### src/hdl/dbg_gate_pkg.sv
// Purpose: Constants shared by the debug security gate.
// Assumes: Flash bytes are fetched one at a time over a simple read port.
// Notes: Overview of operation follows.
// Overview of operation
// - Debug session is authenticated against ten flash bytes at 0x70 to 0x79.
// - A full match releases protection, enabling flash readout and emulator operation.
// - Bit 7 of byte 0x79 is the emulator enable flag, one enables.
// - Debugging stays refused when the enable flag is clear, even on match.
// - Pin or internal reset during run makes break behaviour unreliable.
// - Pin reset still reinitialises port buffers even while reset is masked.
// - Flash software breakpoints suspend on target or watchdog reset, rearm on hardware/forced break.
// - While halted at a break, pin reset is masked from processor and peripherals.
// - Reset coinciding with monitor flash read may leave an incomplete reset.
package dbg_gate_pkg;
   localparam int ID_BYTES = 10;
   localparam logic [23:0] ID_BASE_ADDR = 24'h000070;
   localparam logic [23:0] ID_LAST_ADDR = 24'h000079;
   localparam int EN_FLAG_BIT = 7;
   localparam logic [3:0] LAST_IDX = 4'h9;
endpackage : dbg_gate_pkg

### src/hdl/dbg_byte_cmp.sv
// Purpose: Compares one stored ID byte with one supplied ID byte.
// Assumes: Both bytes are valid in the same cycle.
// Notes: Registered result, one cycle after the compare strobe.
`timescale 1ns/100ps
`default_nettype none
module dbg_byte_cmp
(
   input wire logic clk,
   input wire logic rst,
   input wire logic cmp_go,
   input wire logic [7:0] stored,
   input wire logic [7:0] supplied,
   output logic hit_r,
   output logic done_r
);
   always_ff @(posedge clk)
   begin
      if (rst)
      begin
         hit_r <= 1'b0;
         done_r <= 1'b0;
      end
      else
      begin
         done_r <= cmp_go;
         hit_r <= cmp_go && (stored == supplied);
      end
   end
endmodule : dbg_byte_cmp
`default_nettype wire

### src/hdl/dbg_security_gate.sv
// Purpose: Gates debug access behind a ten-byte flash-held security code.
// Assumes: Flash read answers in the cycle after FLASH_RD; emulator supplies bytes ascending.
// Notes: Reset masking and breakpoint suspension are modelled as simple status levels.
`timescale 1ns/100ps
`default_nettype none
module dbg_security_gate
(
   input wire logic CLK,
   input wire logic RST,
   input wire logic AUTH_START,
   input wire logic ID_VALID,
   input wire logic [7:0] ID_BYTE,
   output logic ID_READY,
   output logic FLASH_RD,
   output logic [23:0] FLASH_ADDR,
   input wire logic [7:0] FLASH_DATA,
   output logic AUTH_DONE,
   output logic UNLOCKED,
   output logic PIN_RESET_IN,
   input wire logic PIN_RESET,
   input wire logic INT_RESET,
   input wire logic WDT_RESET,
   input wire logic BREAK_HALT,
   input wire logic HW_BREAK,
   input wire logic MON_READ,
   output logic CORE_RESET,
   output logic PORT_RESET,
   output logic SWBP_ARMED,
   output logic BREAK_UNSURE
);
   import dbg_gate_pkg::*;

   typedef enum logic [1:0] {S_IDLE, S_FETCH, S_CMP, S_DONE} state_e;
   state_e state_r;
   logic [3:0] idx_r;
   logic all_hit_r;
   logic en_flag_r;
   logic [7:0] held_r;
   logic unlocked_r;
   logic done_r;
   logic cmp_go;
   logic hit;
   logic cmp_done;
   logic take;

   // Pin-reset wire is passed straight out for the bench to observe.
   assign PIN_RESET_IN = PIN_RESET;
   assign ID_READY = (state_r == S_FETCH);
   assign take = ID_READY && ID_VALID;
   assign FLASH_ADDR = ID_BASE_ADDR + {20'h00000, idx_r};
   assign FLASH_RD = take;
   assign cmp_go = (state_r == S_CMP);
   assign AUTH_DONE = done_r;
   assign UNLOCKED = unlocked_r;

   dbg_byte_cmp u_cmp
   (
      .clk(CLK),
      .rst(RST),
      .cmp_go(cmp_go),
      .stored(FLASH_DATA),
      .supplied(held_r),
      .hit_r(hit),
      .done_r(cmp_done)
   );

   always_ff @(posedge CLK)
   begin
      if (RST)
      begin
         state_r <= S_IDLE;
         idx_r <= 4'h0;
         held_r <= 8'h00;
         done_r <= 1'b0;
      end
      else
      begin
         done_r <= 1'b0;
         case (state_r)
            S_IDLE:
            begin
               idx_r <= 4'h0;
               if (AUTH_START)
                  state_r <= S_FETCH;
            end
            S_FETCH:
            begin
               if (take)
               begin
                  held_r <= ID_BYTE;
                  state_r <= S_CMP;
               end
            end
            S_CMP:
            begin
               // The flash byte arrives now; the compare result lands next cycle.
               if (idx_r == LAST_IDX)
               begin
                  state_r <= S_DONE;
               end
               else
               begin
                  idx_r <= idx_r + 4'h1;
                  state_r <= S_FETCH;
               end
            end
            S_DONE:
            begin
               done_r <= 1'b1;
               state_r <= S_IDLE;
            end
            default:
               state_r <= S_IDLE;
         endcase
      end
   end

   // Running AND of every byte compare; one miss sticks until the next start.
   always_ff @(posedge CLK)
   begin
      if (RST)
         all_hit_r <= 1'b0;
      else if (state_r == S_IDLE && AUTH_START)
         all_hit_r <= 1'b1;
      else if (cmp_done && !hit)
         all_hit_r <= 1'b0;
   end

   always_ff @(posedge CLK)
   begin
      if (RST)
         en_flag_r <= 1'b0;
      else if (cmp_go && idx_r == LAST_IDX)
         en_flag_r <= FLASH_DATA[EN_FLAG_BIT];
   end

   always_ff @(posedge CLK)
   begin
      if (RST)
         unlocked_r <= 1'b0;
      else if (state_r == S_IDLE && AUTH_START)
         unlocked_r <= 1'b0;
      else if (state_r == S_DONE)
         unlocked_r <= all_hit_r && !(cmp_done && !hit) && en_flag_r;
   end

   // Pin reset is blocked from the core while halted; ports still follow it.
   always_ff @(posedge CLK)
   begin
      if (RST)
      begin
         CORE_RESET <= 1'b0;
         PORT_RESET <= 1'b0;
      end
      else
      begin
         CORE_RESET <= (PIN_RESET && !BREAK_HALT) || INT_RESET || WDT_RESET;
         PORT_RESET <= PIN_RESET;
      end
   end

   always_ff @(posedge CLK)
   begin
      if (RST)
         SWBP_ARMED <= 1'b1;
      else if (HW_BREAK)
         SWBP_ARMED <= 1'b1;
      else if ((PIN_RESET && !BREAK_HALT) || WDT_RESET)
         SWBP_ARMED <= 1'b0;
   end

   // Sticky warning: break state or reset may be untrustworthy after these events.
   always_ff @(posedge CLK)
   begin
      if (RST)
         BREAK_UNSURE <= 1'b0;
      else if (HW_BREAK)
         BREAK_UNSURE <= 1'b0;
      else if (!BREAK_HALT && (PIN_RESET || INT_RESET))
         BREAK_UNSURE <= 1'b1;
      else if (MON_READ && (PIN_RESET || INT_RESET))
         BREAK_UNSURE <= 1'b1;
   end

   property p_halt_mask;
      @(posedge CLK) disable iff (RST)
      (PIN_RESET && BREAK_HALT && !INT_RESET && !WDT_RESET) |=> !CORE_RESET;
   endproperty
   a_halt_mask: assert property (p_halt_mask) else $error("Core reset during break halt.");

   property p_port_reset;
      @(posedge CLK) disable iff (RST)
      PIN_RESET |=> PORT_RESET;
   endproperty
   a_port_reset: assert property (p_port_reset) else $error("Port reset missed.");

   property p_wdt_swbp;
      @(posedge CLK) disable iff (RST)
      (WDT_RESET && !HW_BREAK) |=> !SWBP_ARMED;
   endproperty
   a_wdt_swbp: assert property (p_wdt_swbp) else $error("Breakpoint not suspended.");

   property p_rearm;
      @(posedge CLK) disable iff (RST)
      HW_BREAK |=> SWBP_ARMED;
   endproperty
   a_rearm: assert property (p_rearm) else $error("Breakpoint not rearmed.");

   property p_unlock_needs_flag;
      @(posedge CLK) disable iff (RST)
      $rose(unlocked_r) |-> $past(en_flag_r);
   endproperty
   a_unlock_needs_flag: assert property (p_unlock_needs_flag) else $error("Unlock with flag clear.");

   property p_miss_locks;
      @(posedge CLK) disable iff (RST)
      (cmp_done && !hit) |-> ##[0:40] (AUTH_DONE && !UNLOCKED) or (state_r == S_IDLE && AUTH_START);
   endproperty
   a_miss_locks: assert property (p_miss_locks) else $error("Mismatch did not lock.");

   property p_done_sync;
      @(posedge CLK) disable iff (RST)
      (state_r == S_DONE) |=> (AUTH_DONE && UNLOCKED == (all_hit_r && en_flag_r));
   endproperty
   a_done_sync: assert property (p_done_sync) else $error("Unlock result wrong.");

   property p_addr_range;
      @(posedge CLK) disable iff (RST)
      FLASH_RD |-> (FLASH_ADDR >= ID_BASE_ADDR && FLASH_ADDR <= ID_LAST_ADDR);
   endproperty
   a_addr_range: assert property (p_addr_range) else $error("Flash address out of range.");

   property p_unsure;
      @(posedge CLK) disable iff (RST)
      (!BREAK_HALT && INT_RESET && !HW_BREAK) |=> BREAK_UNSURE;
   endproperty
   a_unsure: assert property (p_unsure) else $error("Break warning missed.");
endmodule : dbg_security_gate
`default_nettype wire

### config.mk
export PLATFORM = sky130hd
export DESIGN_NAME = dbg_security_gate
export DESIGN_NICKNAME = d
export VERILOG_FILES = /design/src/hdl/dbg_gate_pkg.sv /design/src/hdl/dbg_byte_cmp.sv /design/src/hdl/dbg_security_gate.sv
export SDC_FILE = /design/constraint.sdc
export NUM_CORES = 1
export LEC_CHECK = 0
export ABC_AREA = 0
export BUFFER_PORTS_ARGS = -buffer_cell sky130_fd_sc_hd__buf_2
export CORE_ASPECT_RATIO = 0.75
export CORE_MARGIN = 8
export CORE_UTILIZATION = 47
export CTS_CLUSTER_SIZE = 12
export DETAILED_ROUTE_END_ITERATION = 10
export PLACE_DENSITY = 0.78
export SYNTH_ARGS = -nofsm -noshare
export SYNTH_HDL_FRONTEND = slang
export SYNTH_SLANG_ARGS = --single-unit
### constraint.sdc
create_clock -name CLK -period 3.3 [get_ports CLK]
set_clock_uncertainty 0.15 [all_clocks]
set_input_delay 0.165 -clock CLK [delete_from_list [all_inputs] [get_ports CLK]]
set_output_delay 0.165 -clock CLK [all_outputs]
set_load 0.1 [all_outputs]
==> results of run 1 <==
worst min-delay path, stage by stage:
cell and delay [ns]:
buf_2 0.07, inv_1 0.04, o22ai_1 0.09, a211oi_1 0.09
worst max-delay path by stage:
stage	startpoint	to	slack, ns	depth (start not counted)
global route	state_r[1]$_SDFFE_PP0P_	u_cmp.hit_r$_SDFF_PP0_	0.61	5
detailed placement	state_r[0]$_SDFFE_PP0P_	FLASH_RD	1.34	3
floorplan	idx_r[1]$_SDFFE_PP0P_	idx_r[1]$_SDFFE_PP0P_	1.01	5
global placement	state_r[0]$_SDFFE_PP0P_	FLASH_RD	1.42	3
finish	state_r[1]$_SDFFE_PP0P_	u_cmp.hit_r$_SDFF_PP0_	0.83	5
CTS	state_r[1]$_SDFFE_PP0P_	u_cmp.hit_r$_SDFF_PP0_	0.87	5
layout make-up:
| class | instances | area (µm²) | area share (%) |
|---|---|---|---|
| timing repair buffer | 56 | 370.4 | 23.72 |
| sequential | 24 | 480.5 | 30.77 |
| clock inverter | 1 | 30.03 | 1.923 |
| tap | 36 | 45.04 | 2.885 |
| clock buffer | 3 | 22.52 | 1.442 |
| inverter | 6 | 22.52 | 1.442 |
| multi-input combinational | 95 | 590.6 | 37.82 |
power by group:
group | leakage (µW) | switching [µW] | internal, µW
clock | 0.0000279 | 91.9 | 123
sequential | 0.000196 | 9.74 | 300
combinational | 0.000528 | 171 | 44.4
total | 0.000752 | 272 | 467
flip-flops by register name, summed over array words and instances (netlist names):
register	count
idx_r	4
CORE_RESET	1
u_cmp.done_r	1
BREAK_UNSURE	1
SWBP_ARMED	1
all_hit_r	1
PORT_RESET	1
held_r	8
UNLOCKED	1
AUTH_DONE	1
state_r	2
u_cmp.hit_r	1
en_flag_r	1
repair_timing:
| action | in CTS | in global routing |
|---|---|---|
| gates resized for setup | 0 | 0 |
| setup buffers | 0 | 0 |
| hold endpoints to repair | 17 | 0 |
| hold buffers | 18 | 0 |
cells by family after synthesis:
group | share of synthesized area, %
AOI/OAI and AO/OA | 10.98
muxes | 6.632
DFF | 39.79
adders and majority gates | 2.072
buffers and inverters | 16.89
and+or+nand+nor | 17.20
xor gates and xnor gates | 5.803
other | 0.6220
metrics by stage:
stage / cell area, µm² / cells / hold WS, ns / setup slack [ns]
after floorplan: 1275 / 151 / 0.08661 / 1.013
after global placement: 1329 / 199 / 0.1992 / 1.419
after detailed placement: 1329 / 199 / 0.2161 / 1.341
after CTS: 1562 / 221 / 0.02437 / 0.8691
after global routing: 1562 / 221 / 0.02207 / 0.6130
final: 1562 / 221 / 0.02479 / 0.8324
cells in the final DEF (no fill, tap or decap), types with 2 or more instances in the layout:
cell type,count
nor2_1,11
nand3b_1,2
mux2i_1,8
nor2b_1,4
conb_1,20
dlygate4sd3_1,18
buf_2,38
nand2b_1,3
nand3_1,3
a211oi_1,2
ha_1,2
a21oi_1,9
o21ai_0,5
dfxtp_1,24
inv_1,6
xor2_1,2
nand2_1,2
xnor2_1,6
or4b_1,2
clkbuf_4,3
per-layer routing:
layer	part of all wire (%)	vias to the layer above	wire (µm)	track usage, %
li1	-	511	-	-
met1	40	476	1193	14.87
met2	50	49	1497	24.16
met3	9.4	2	280	5.528
met4	0.70	0	21	3.889
met5	0	-	0	0
==> metrics.csv, run 1 <==
stage,metric,value,unit
final_layout,syn2layout_area_growth,29.33,%
grt,first_global_vias,1034,
final_layout,fill_cells,219,
clock_network,cts_tree,done,
logic_synthesis,synth_cell_types,34,
logic_synthesis,netlist_area,1207,µm²
die,pin_count,59,
timing,rsz0062_at_grt,false,
critical_path,crit_buf_inv,2,
drt,via_count,1038,
critical_path,cp_top_family,buffers and inverters,
clock_network,htree_levels,1,
pwr,ir_drop,0.2669,mV
timing,min_period,2.468,ns
die,dieArea,4464,µm²
drt,ant_nets,0,
timing,setup_violations,0,
logic_synthesis,seq_area_frac_synth,39.79,%
logic_synthesis,yosys-top-cells-count,"24 x dfxtp_1, 22 x buf_4, 11 x nor2_1",
drt,drc,0,
grt,grt_first_pass_wirelength,4678,µm
die,die_h,59.90,µm
critical_path,required,3.42,ns
pwr,leakagePower,0.0007520,µW
critical_path,criticalPathCategory,reg2reg,
timing,tightest_slew,0.6161,ns
min_path,min_from,BREAK_HALT,
placement,dp_hpwl,2063,µm
die,core_area,2522,µm²
logic_synthesis,async_reset_ff_share,0,%
timing,fin_setup_tns,0,ns
critical_path,reg2reg_from,state_r[1]$_SDFFE_PP0P_,
logic_synthesis,synth.area.top_cells,"dfxtp_1 40%, buf_4 14%, mux2i_1 6.6%",
critical_path,r2r_slack,0.83,ns
drt,drt_first_pass_iters,4,
min_path,hold_path_end,BREAK_UNSURE$_SDFFE_PP0P_,
logic_synthesis,synth.largest_area_cell,dfxtp_1,
logic_synthesis,synth_edf_count,0,
critical_path,cp_data_arrival_time,2.59,ns
status,status,"finished, final reports clean",
die,die_x,74.53,µm
timing,final_max_slew_viol_count,0,
final_layout,layout-drive-gt1-share,23.78,%
die,start_util,47.87,%
grt,grt_usage,13.78,%
drt,finalWirelength,2994,µm
grt,grt.overflow.total,0,
critical_path,timing.critical_path.mode_cell,dlygate4sd3_1,
drt,viasPerCell,4.697,
critical_path,startpoint_type,register,
clock_network,numCtsBuffers,3,
timing,finalCritPeriodShare,74.78,%
clock_network,cts_root_buf,clkbuf_4,
logic_synthesis,postSynthCellCount,133,
logic_synthesis,ys_warn_count,0,
timing,fmax,405.2,MHz
clock_network,path_clk_slew,0.14,ns
clock_network,cts_buffer_depth,2,
pwr,finalPower,739.2,µW
final_layout,final_util,61.90,%
logic_synthesis,synth-main-ff-cell,dfxtp_1,
job,drv_cap,0,
placement,portBuffers,38,
timing,slew_headroom,58.81,%
grt,grt_max_degree,25,
logic_synthesis,avgSynthCellArea,9.078,µm²
pwr,power_density,473.4,nW/µm²
final_layout,fin_nets,214,
clock_network,clk_latency,0.32,ns
min_path,hold_class,in2reg,
critical_path,crit_path_max_incr_delay,0.58,ns
min_path,holdPathStages,4,
critical_path,slowest_stage,dfxtp_1,
grt,antenna_found_initial,0,
placement,place.gp.congestion,0.8259,
drt,drtIter0Drc,95,
critical_path,reg2reg_depth,5,
logic_synthesis,yosysMostFrequentCell,dfxtp_1,
critical_path,cp-end-kind,register,
critical_path,cp_max_fo,15,
clock_network,clock_sinks,24,
final_layout,antenna_cells,0,
critical_path,r2r-end,u_cmp.hit_r$_SDFF_PP0_,
logic_synthesis,synth_top_area_share,39.79,%
die,fp-row-count,16,
logic_synthesis,ys_ff_latch,24,
timing,hold_viol,0,
drt,wl_per_cell,13.55,µm
critical_path,path_cells,nor3b_1 -> nand3_1 -> dlygate4sd3_1 -> nor4_1 -> dlygate4sd3_1,
No activity file was read; power rests on OpenSTA's default activity.
==> inputs of run 2 (changes only) <==
Settings changed: CORE_UTILIZATION 47 to 45, PLACE_DENSITY 0.78 to 0.75.
Clock period 3.3 ns to 2.4 ns, I/O delays scaled along.
==> metrics.csv, run 2 (synthesis gave the netlist of run 1 again) <==
stage,metric,value,unit,change
status,status,"finished, final reports clean",,
drt,drt_first_pass_iters,4,,unchanged
drt,wl_per_cell,13.32,µm,-1.7%
min_path,hold_class,in2reg,,
drt,dr.max_layer_used,met4,,
drt,ant_nets,0,,unchanged
timing,hold_viol,0,,unchanged
critical_path,reg2reg_depth,4,,-1
timing,final_max_slew_viol_count,0,,unchanged
final_layout,layout-drive-gt1-share,24.86,%,+1.1 points
final_layout,mostFrequentLayoutCells,"38 x buf_2, 24 x dfxtp_1, 20 x conb_1, 17 x dlygate4sd3_1, 11 x nor2_1",,
min_path,min_from,MON_READ,,
final_layout,fill_cells,215,,-1.8%
clock_network,cts_tree,done,,
final_layout,syn2layout_area_growth,28.29,%,
critical_path,r2r_slack,0.41,ns,-0.43 ns
pwr,ir_drop,0.3386,mV,+27%
critical_path,r2r-end,u_cmp.hit_r$_SDFF_PP0_,,
critical_path,criticalPathCategory,reg2reg,,
job,drv_cap,0,,unchanged
die,pin_count,59,,unchanged
final_layout,fin_nets,214,,unchanged
critical_path,startpoint_type,register,,
critical_path,reg2reg_from,state_r[1]$_SDFFE_PP0P_,,
grt,grt_first_pass_wirelength,4602,µm,-1.6%
drt,route.met3.wl,383,µm,+37%
drt,drtIter0Drc,88,,-7.4%
die,start_util,46.75,%,-1.1 points
final_layout,top_register,held_r,,
critical_path,cp-end-kind,register,,
clock_network,cts_buffer_depth,2,,unchanged
min_path,holdPathStages,3,,-1
min_path,hold_path_end,BREAK_UNSURE$_SDFFE_PP0P_,,
grt,grt.overflow.total,0,,unchanged
grt,antenna_found_initial,0,,unchanged
drt,route.layer.met1.wl,1097,µm,-8.0%
drt,drc,0,,unchanged
clock_network,numCtsBuffers,3,,unchanged
clock_network,clock_sinks,24,,unchanged
clock_network,cts_root_buf,clkbuf_4,,
placement,portBuffers,38,,unchanged
grt,first_global_vias,1090,,+5.4%
timing,finalCritPeriodShare,83.09,%,+8.3 points
clock_network,cts_setup_buffers,0,,unchanged
drt,via_count,1041,,+0.29%
drt,viasPerCell,4.710,,+0.29%
timing,fmax,501.5,MHz,+24%
pwr,power_density,602.5,nW/µm²,+27%
final_layout,mostFrequentLayoutCell,buf_2,,
pwr,leakagePower,0.0007481,µW,-0.52%
final_layout,largest_reg_flops,8,,unchanged
placement,dp_hpwl,2168,µm,+5.1%
die,die_x,75.81,µm,+1.7%
die,core_area,2582,µm²,+2.4%
pwr,finalPower,933.3,µW,+26%
critical_path,required,2.51,ns,-0.91 ns
critical_path,cp_data_arrival_time,2.10,ns,-0.49 ns
final_layout,antenna_cells,0,,unchanged
drt,wl_met2,1435,µm,-4.1%
grt,grt_max_degree,25,,unchanged
placement,place.gp.congestion,0.7485,,-9.4%
clock_network,path_clk_slew,0.13,ns,about the same
die,dieArea,4614,µm²,+3.4%
timing,setup_violations,0,,unchanged
die,fp-row-count,16,,unchanged
grt,grt_usage,13.06,%,-0.72 points
clock_network,htree_levels,1,,unchanged
die,die_h,60.86,µm,+1.6%
final_layout,reg_top3,"held_r: 8 flops, idx_r: 4 flops, state_r: 2 flops",,
timing,rsz0062_at_grt,false,,
drt,finalWirelength,2943,µm,-1.7%
critical_path,cp_max_fo,15,,unchanged
timing,min_period,1.994,ns,-0.4736 ns
clock_network,clk_latency,0.31,ns,about the same
timing,fin_setup_tns,0,ns,unchanged
==> run 2: changes by cell type in the layout (fill, tap and decap cells not counted) <==
cell / delta
buf_4: +1
bufinv_16: -1
clkbuf_8: +1
dlygate4sd3_1: -1
nor4_1: -1
nor4_2: +1
==> run 2: worst max-delay path by stage <==
stage	from	end	slack (ns)	depth (start not counted)
6_report	state_r[1]$_SDFFE_PP0P_	u_cmp.hit_r$_SDFF_PP0_	0.41	4
5_1_grt	state_r[1]$_SDFFE_PP0P_	u_cmp.hit_r$_SDFF_PP0_	0.27	4
4_1_cts	FLASH_DATA[7]	u_cmp.hit_r$_SDFF_PP0_	0.08	7
3_5_place_dp	idx_r[1]$_SDFFE_PP0P_	idx_r[0]$_SDFFE_PP0P_	0.69	5
3_3_place_gp	idx_r[1]$_SDFFE_PP0P_	idx_r[1]$_SDFFE_PP0P_	0.80	5
2_1_floorplan	idx_r[1]$_SDFFE_PP0P_	idx_r[1]$_SDFFE_PP0P_	0.11	5
==> run 2: stage by stage <==
step / utilization, % / worst slack, ns / instance area, µm² / hold slack, ns / instances
floorplan: - / 0.1125 / 1275 / 0.04161 / 151
global placement: 51.74 / 0.7972 / 1336 / 0.1546 / 200
detailed placement: 51.74 / 0.6928 / 1336 / 0.1698 / 200
CTS: 60.13 / 0.07635 / 1553 / 0.0001971 / 222
global route: 59.98 / 0.2713 / 1549 / 0.01111 / 221
finish: 59.98 / 0.4059 / 1549 / 0.001974 / 221
==> run 2: layer usage <==
| metal | track usage, % | up-vias |
|---|---|---|
| met3 | 6.766 | 4 |
| met1 | 12.23 | 474 |
| li1 | - | 514 |
| met2 | 24.70 | 49 |
| met5 | 0 | - |
| met4 | 2.725 | 0 |
==> run 2: timing repair <==
item	4_1_cts	5_1_grt
endpoints found under the hold margin	17	0
endpoints found under the setup margin	0	1
resized for setup	0	1
hold buffers	18	0
==> run 2: area by class of cell <==
| type | instances | area [µm²] | share of cell area, % |
|---|---|---|---|
| inverters | 6 | 22.52 | 1.454 |
| multi-input cells | 95 | 596.8 | 38.53 |
| clock buffers | 4 | 36.28 | 2.342 |
| well taps | 36 | 45.04 | 2.908 |
| repair buffers | 56 | 367.9 | 23.75 |
| flip-flops and latches | 24 | 480.5 | 31.02 |
==> run 2: report_power, final <==
part           switching, µW  internal, µW  leakage [µW]
Combinational            236          61.9      0.000531
Clock                    118          92.6     0.0000210
Sequential              13.1           412      0.000196
==> run 2: worst max-delay path, cell delays in order (launching register included) <==
cell	delay (ns)
dfxtp_1	0.59
nor3b_1	0.31
nand3_1	0.14
nor4_2	0.16
dlygate4sd3_1	0.58
==> inputs of run 3 (changes only) <==
Clock period 2.4 ns to 1.9 ns, I/O delays scaled along.
==> metrics.csv, run 3 (synthesis gave the netlist of run 1 again) <==
stage,metric,value,unit,change
drt,via_count,1077,,+3.5%
critical_path,criticalPathCategory,in2reg,,
pwr,p_int,693.4,µW,+22%
pwr,leakagePower,0.0007706,µW,+3.0%
final_layout,largest_reg_flops,8,,unchanged
min_path,holdPathStages,2,,-1
drt,drc,0,,unchanged
pwr,clkPwrFrac,20.4,%,-2.2 points
clock_network,cts_root_buf,clkbuf_4,,
critical_path,required,1.98,ns,-0.53 ns
placement,place.gp.congestion,0.7373,,-1.5%
drt,drtIter0Drc,52,,-41%
placement,postPlaceCellArea,1360,µm²,+1.8%
final_layout,antenna_cells,0,,unchanged
critical_path,reg2reg_from,held_r[7]$_SDFFE_PP0P_,,
grt,grt_first_pass_wirelength,4657,µm,+1.2%
pwr,power.share.switching,40.56,%,+1.2 points
timing,min_period,1.846,ns,
pwr,pwr-share-comb,33.6,%,+1.7 points
pwr,power_frac_seq,46.0,%,+0.5 points
drt,wl_per_cell,13.68,µm,+2.7%
pwr,netSwitchingPower,473.2,µW,+29%
drt,finalWirelength,3106,µm,+5.5%
timing,whs,0.04260,ns,+0.04063 ns
die,core_area,2582,µm²,unchanged
final_layout,layout-drive-gt1-share,26.18,%,+1.3 points
min_path,min_from,RST,,
final_layout,mostFrequentLayoutCells,"37 x buf_2, 23 x dlygate4sd3_1, 20 x conb_1, 19 x dfxtp_1, 11 x nor2_1",,
grt,grt_usage,13.23,%,+0.17 points
placement,portBuffers,38,,unchanged
die,start_util,46.75,%,unchanged
clock_network,numCtsBuffers,3,,unchanged
final_layout,reg_top3,"held_r: 8 flops, idx_r: 4 flops, state_r: 2 flops",,
grt,grt_max_degree,25,,unchanged
final_layout,design_area,1619,µm²,+4.5%
final_layout,top_register,held_r,,
grt,antenna_found_initial,0,,unchanged
placement,dp_hpwl,2054,µm,-5.2%
die,pin_count,59,,unchanged
job,drv_cap,0,,unchanged
timing,finalCritPeriodShare,97.18,%,
pwr,power_density,720.6,nW/µm²,+20%
critical_path,startpoint_type,primary input,,
drt,ant_nets,0,,unchanged
pwr,finalPower,1167,µW,+25%
critical_path,cp-end-kind,register,,
critical_path,r2r_slack,0.17,ns,-0.24 ns
clock_network,htree_levels,1,,unchanged
die,fp-row-count,16,,unchanged
clock_network,cts_tree,done,,
die,dieArea,4614,µm²,unchanged
timing,final_max_slew_viol_count,0,,unchanged
timing,setup_violations,0,,unchanged
final_layout,fin_nets,220,,+2.8%
clock_network,clk_latency,0.32,ns,about the same
critical_path,cp_data_arrival_time,1.93,ns,-0.17 ns
min_path,hold_class,in2reg,,
timing,rsz0062_at_grt,false,,
grt,first_global_vias,1086,,-0.37%
clock_network,cts_buffer_depth,2,,unchanged
drt,drt_first_pass_iters,4,,unchanged
final_layout,syn2layout_area_growth,34.09,%,
clock_network,cts_setup_buffers,0,,unchanged
pwr,ir_drop,0.4218,mV,+25%
critical_path,r2r-end,u_cmp.hit_r$_SDFF_PP0_,,
die,die_x,75.81,µm,unchanged
drt,viasPerCell,4.744,,+0.72%
clock_network,path_clk_slew,0.14,ns,about the same
die,die_h,60.86,µm,unchanged
min_path,hold_path_end,held_r[4]$_SDFFE_PP0P_,,
timing,fmax,541.6,MHz,
status,status,"finished, final reports clean",,
critical_path,reg2reg_depth,4,,unchanged
grt,grt.overflow.total,0,,unchanged
final_layout,mostFrequentLayoutCell,buf_2,,
timing,hold_viol,0,,unchanged
clock_network,clock_sinks,24,,unchanged
critical_path,cp_max_fo,2,,-13
timing,fin_setup_tns,0,ns,unchanged
-- run 3: how the worst max path moves through the flow --
stage / end / startpoint / slack [ns]
2_1_floorplan: idx_r[1]$_SDFFE_PP0P_ / idx_r[3]$_SDFFE_PP0P_ / 0.06
3_3_place_gp: idx_r[1]$_SDFFE_PP0P_ / idx_r[1]$_SDFFE_PP0P_ / 0.33
3_5_place_dp: idx_r[0]$_SDFFE_PP0P_ / idx_r[1]$_SDFFE_PP0P_ / 0.24
4_1_cts: ID_READY / state_r[0]$_SDFFE_PP0P_ / 0.05
5_1_grt: u_cmp.hit_r$_SDFF_PP0_ / FLASH_DATA[7] / 0.02
6_report: u_cmp.hit_r$_SDFF_PP0_ / FLASH_DATA[7] / 0.05
-- run 3: area by class of cell --
type | instances | area, µm²
Timing Repair Buffer | 62 | 442.9
Clock buffer | 4 | 26.28
Multi-Input combinational cell | 95 | 593.1
Tap cell | 36 | 45.04
Inverter | 6 | 22.52
Fill cell | 212 | 963.4
Sequential cell | 24 | 489.2
-- run 3: through the flow --
stage / setup slack, ns / instances / util, %
floorplan: 0.05605 / 151 / -
global placement: 0.3270 / 200 / 52.66
detailed placement: 0.2399 / 200 / 52.66
CTS: 0.04547 / 227 / 62.60
global route: 0.01582 / 227 / 62.69
finish: 0.05359 / 227 / 62.69
-- run 3: worst max-delay path, cell delays in order --
cell           delay, ns
dlygate4sd3_1       0.55
buf_2               0.15
xnor2_1             0.21
nand4_1             0.12
dlygate4sd3_1       0.57
nor4_1              0.24
-- run 3: power by group through the flow --
stage | sequential, µW | combinational, µW | clock [µW]
after floorplan | 580 | 296 | 0
after global placement | 545 | 347 | 0
after detailed placement | 547 | 351 | 0
after CTS | 536 | 387 | 242
after global routing | 540 | 407 | 260
final | 537 | 392 | 238
-- run 3: metal layers --
layer	global-route usage, %	part of all wire (%)
met2	23.84	48
met3	5.446	11
met4	3.542	0.68
met1	13.83	40
met5	0	0
-- run 3: timing repair --
item / 4_1_cts / 5_1_grt
endpoints found under the hold margin: 17 / 0
endpoints found under the setup margin: 0 / 2
hold buffers: 23 / 0
gates resized for setup: 0 / 2
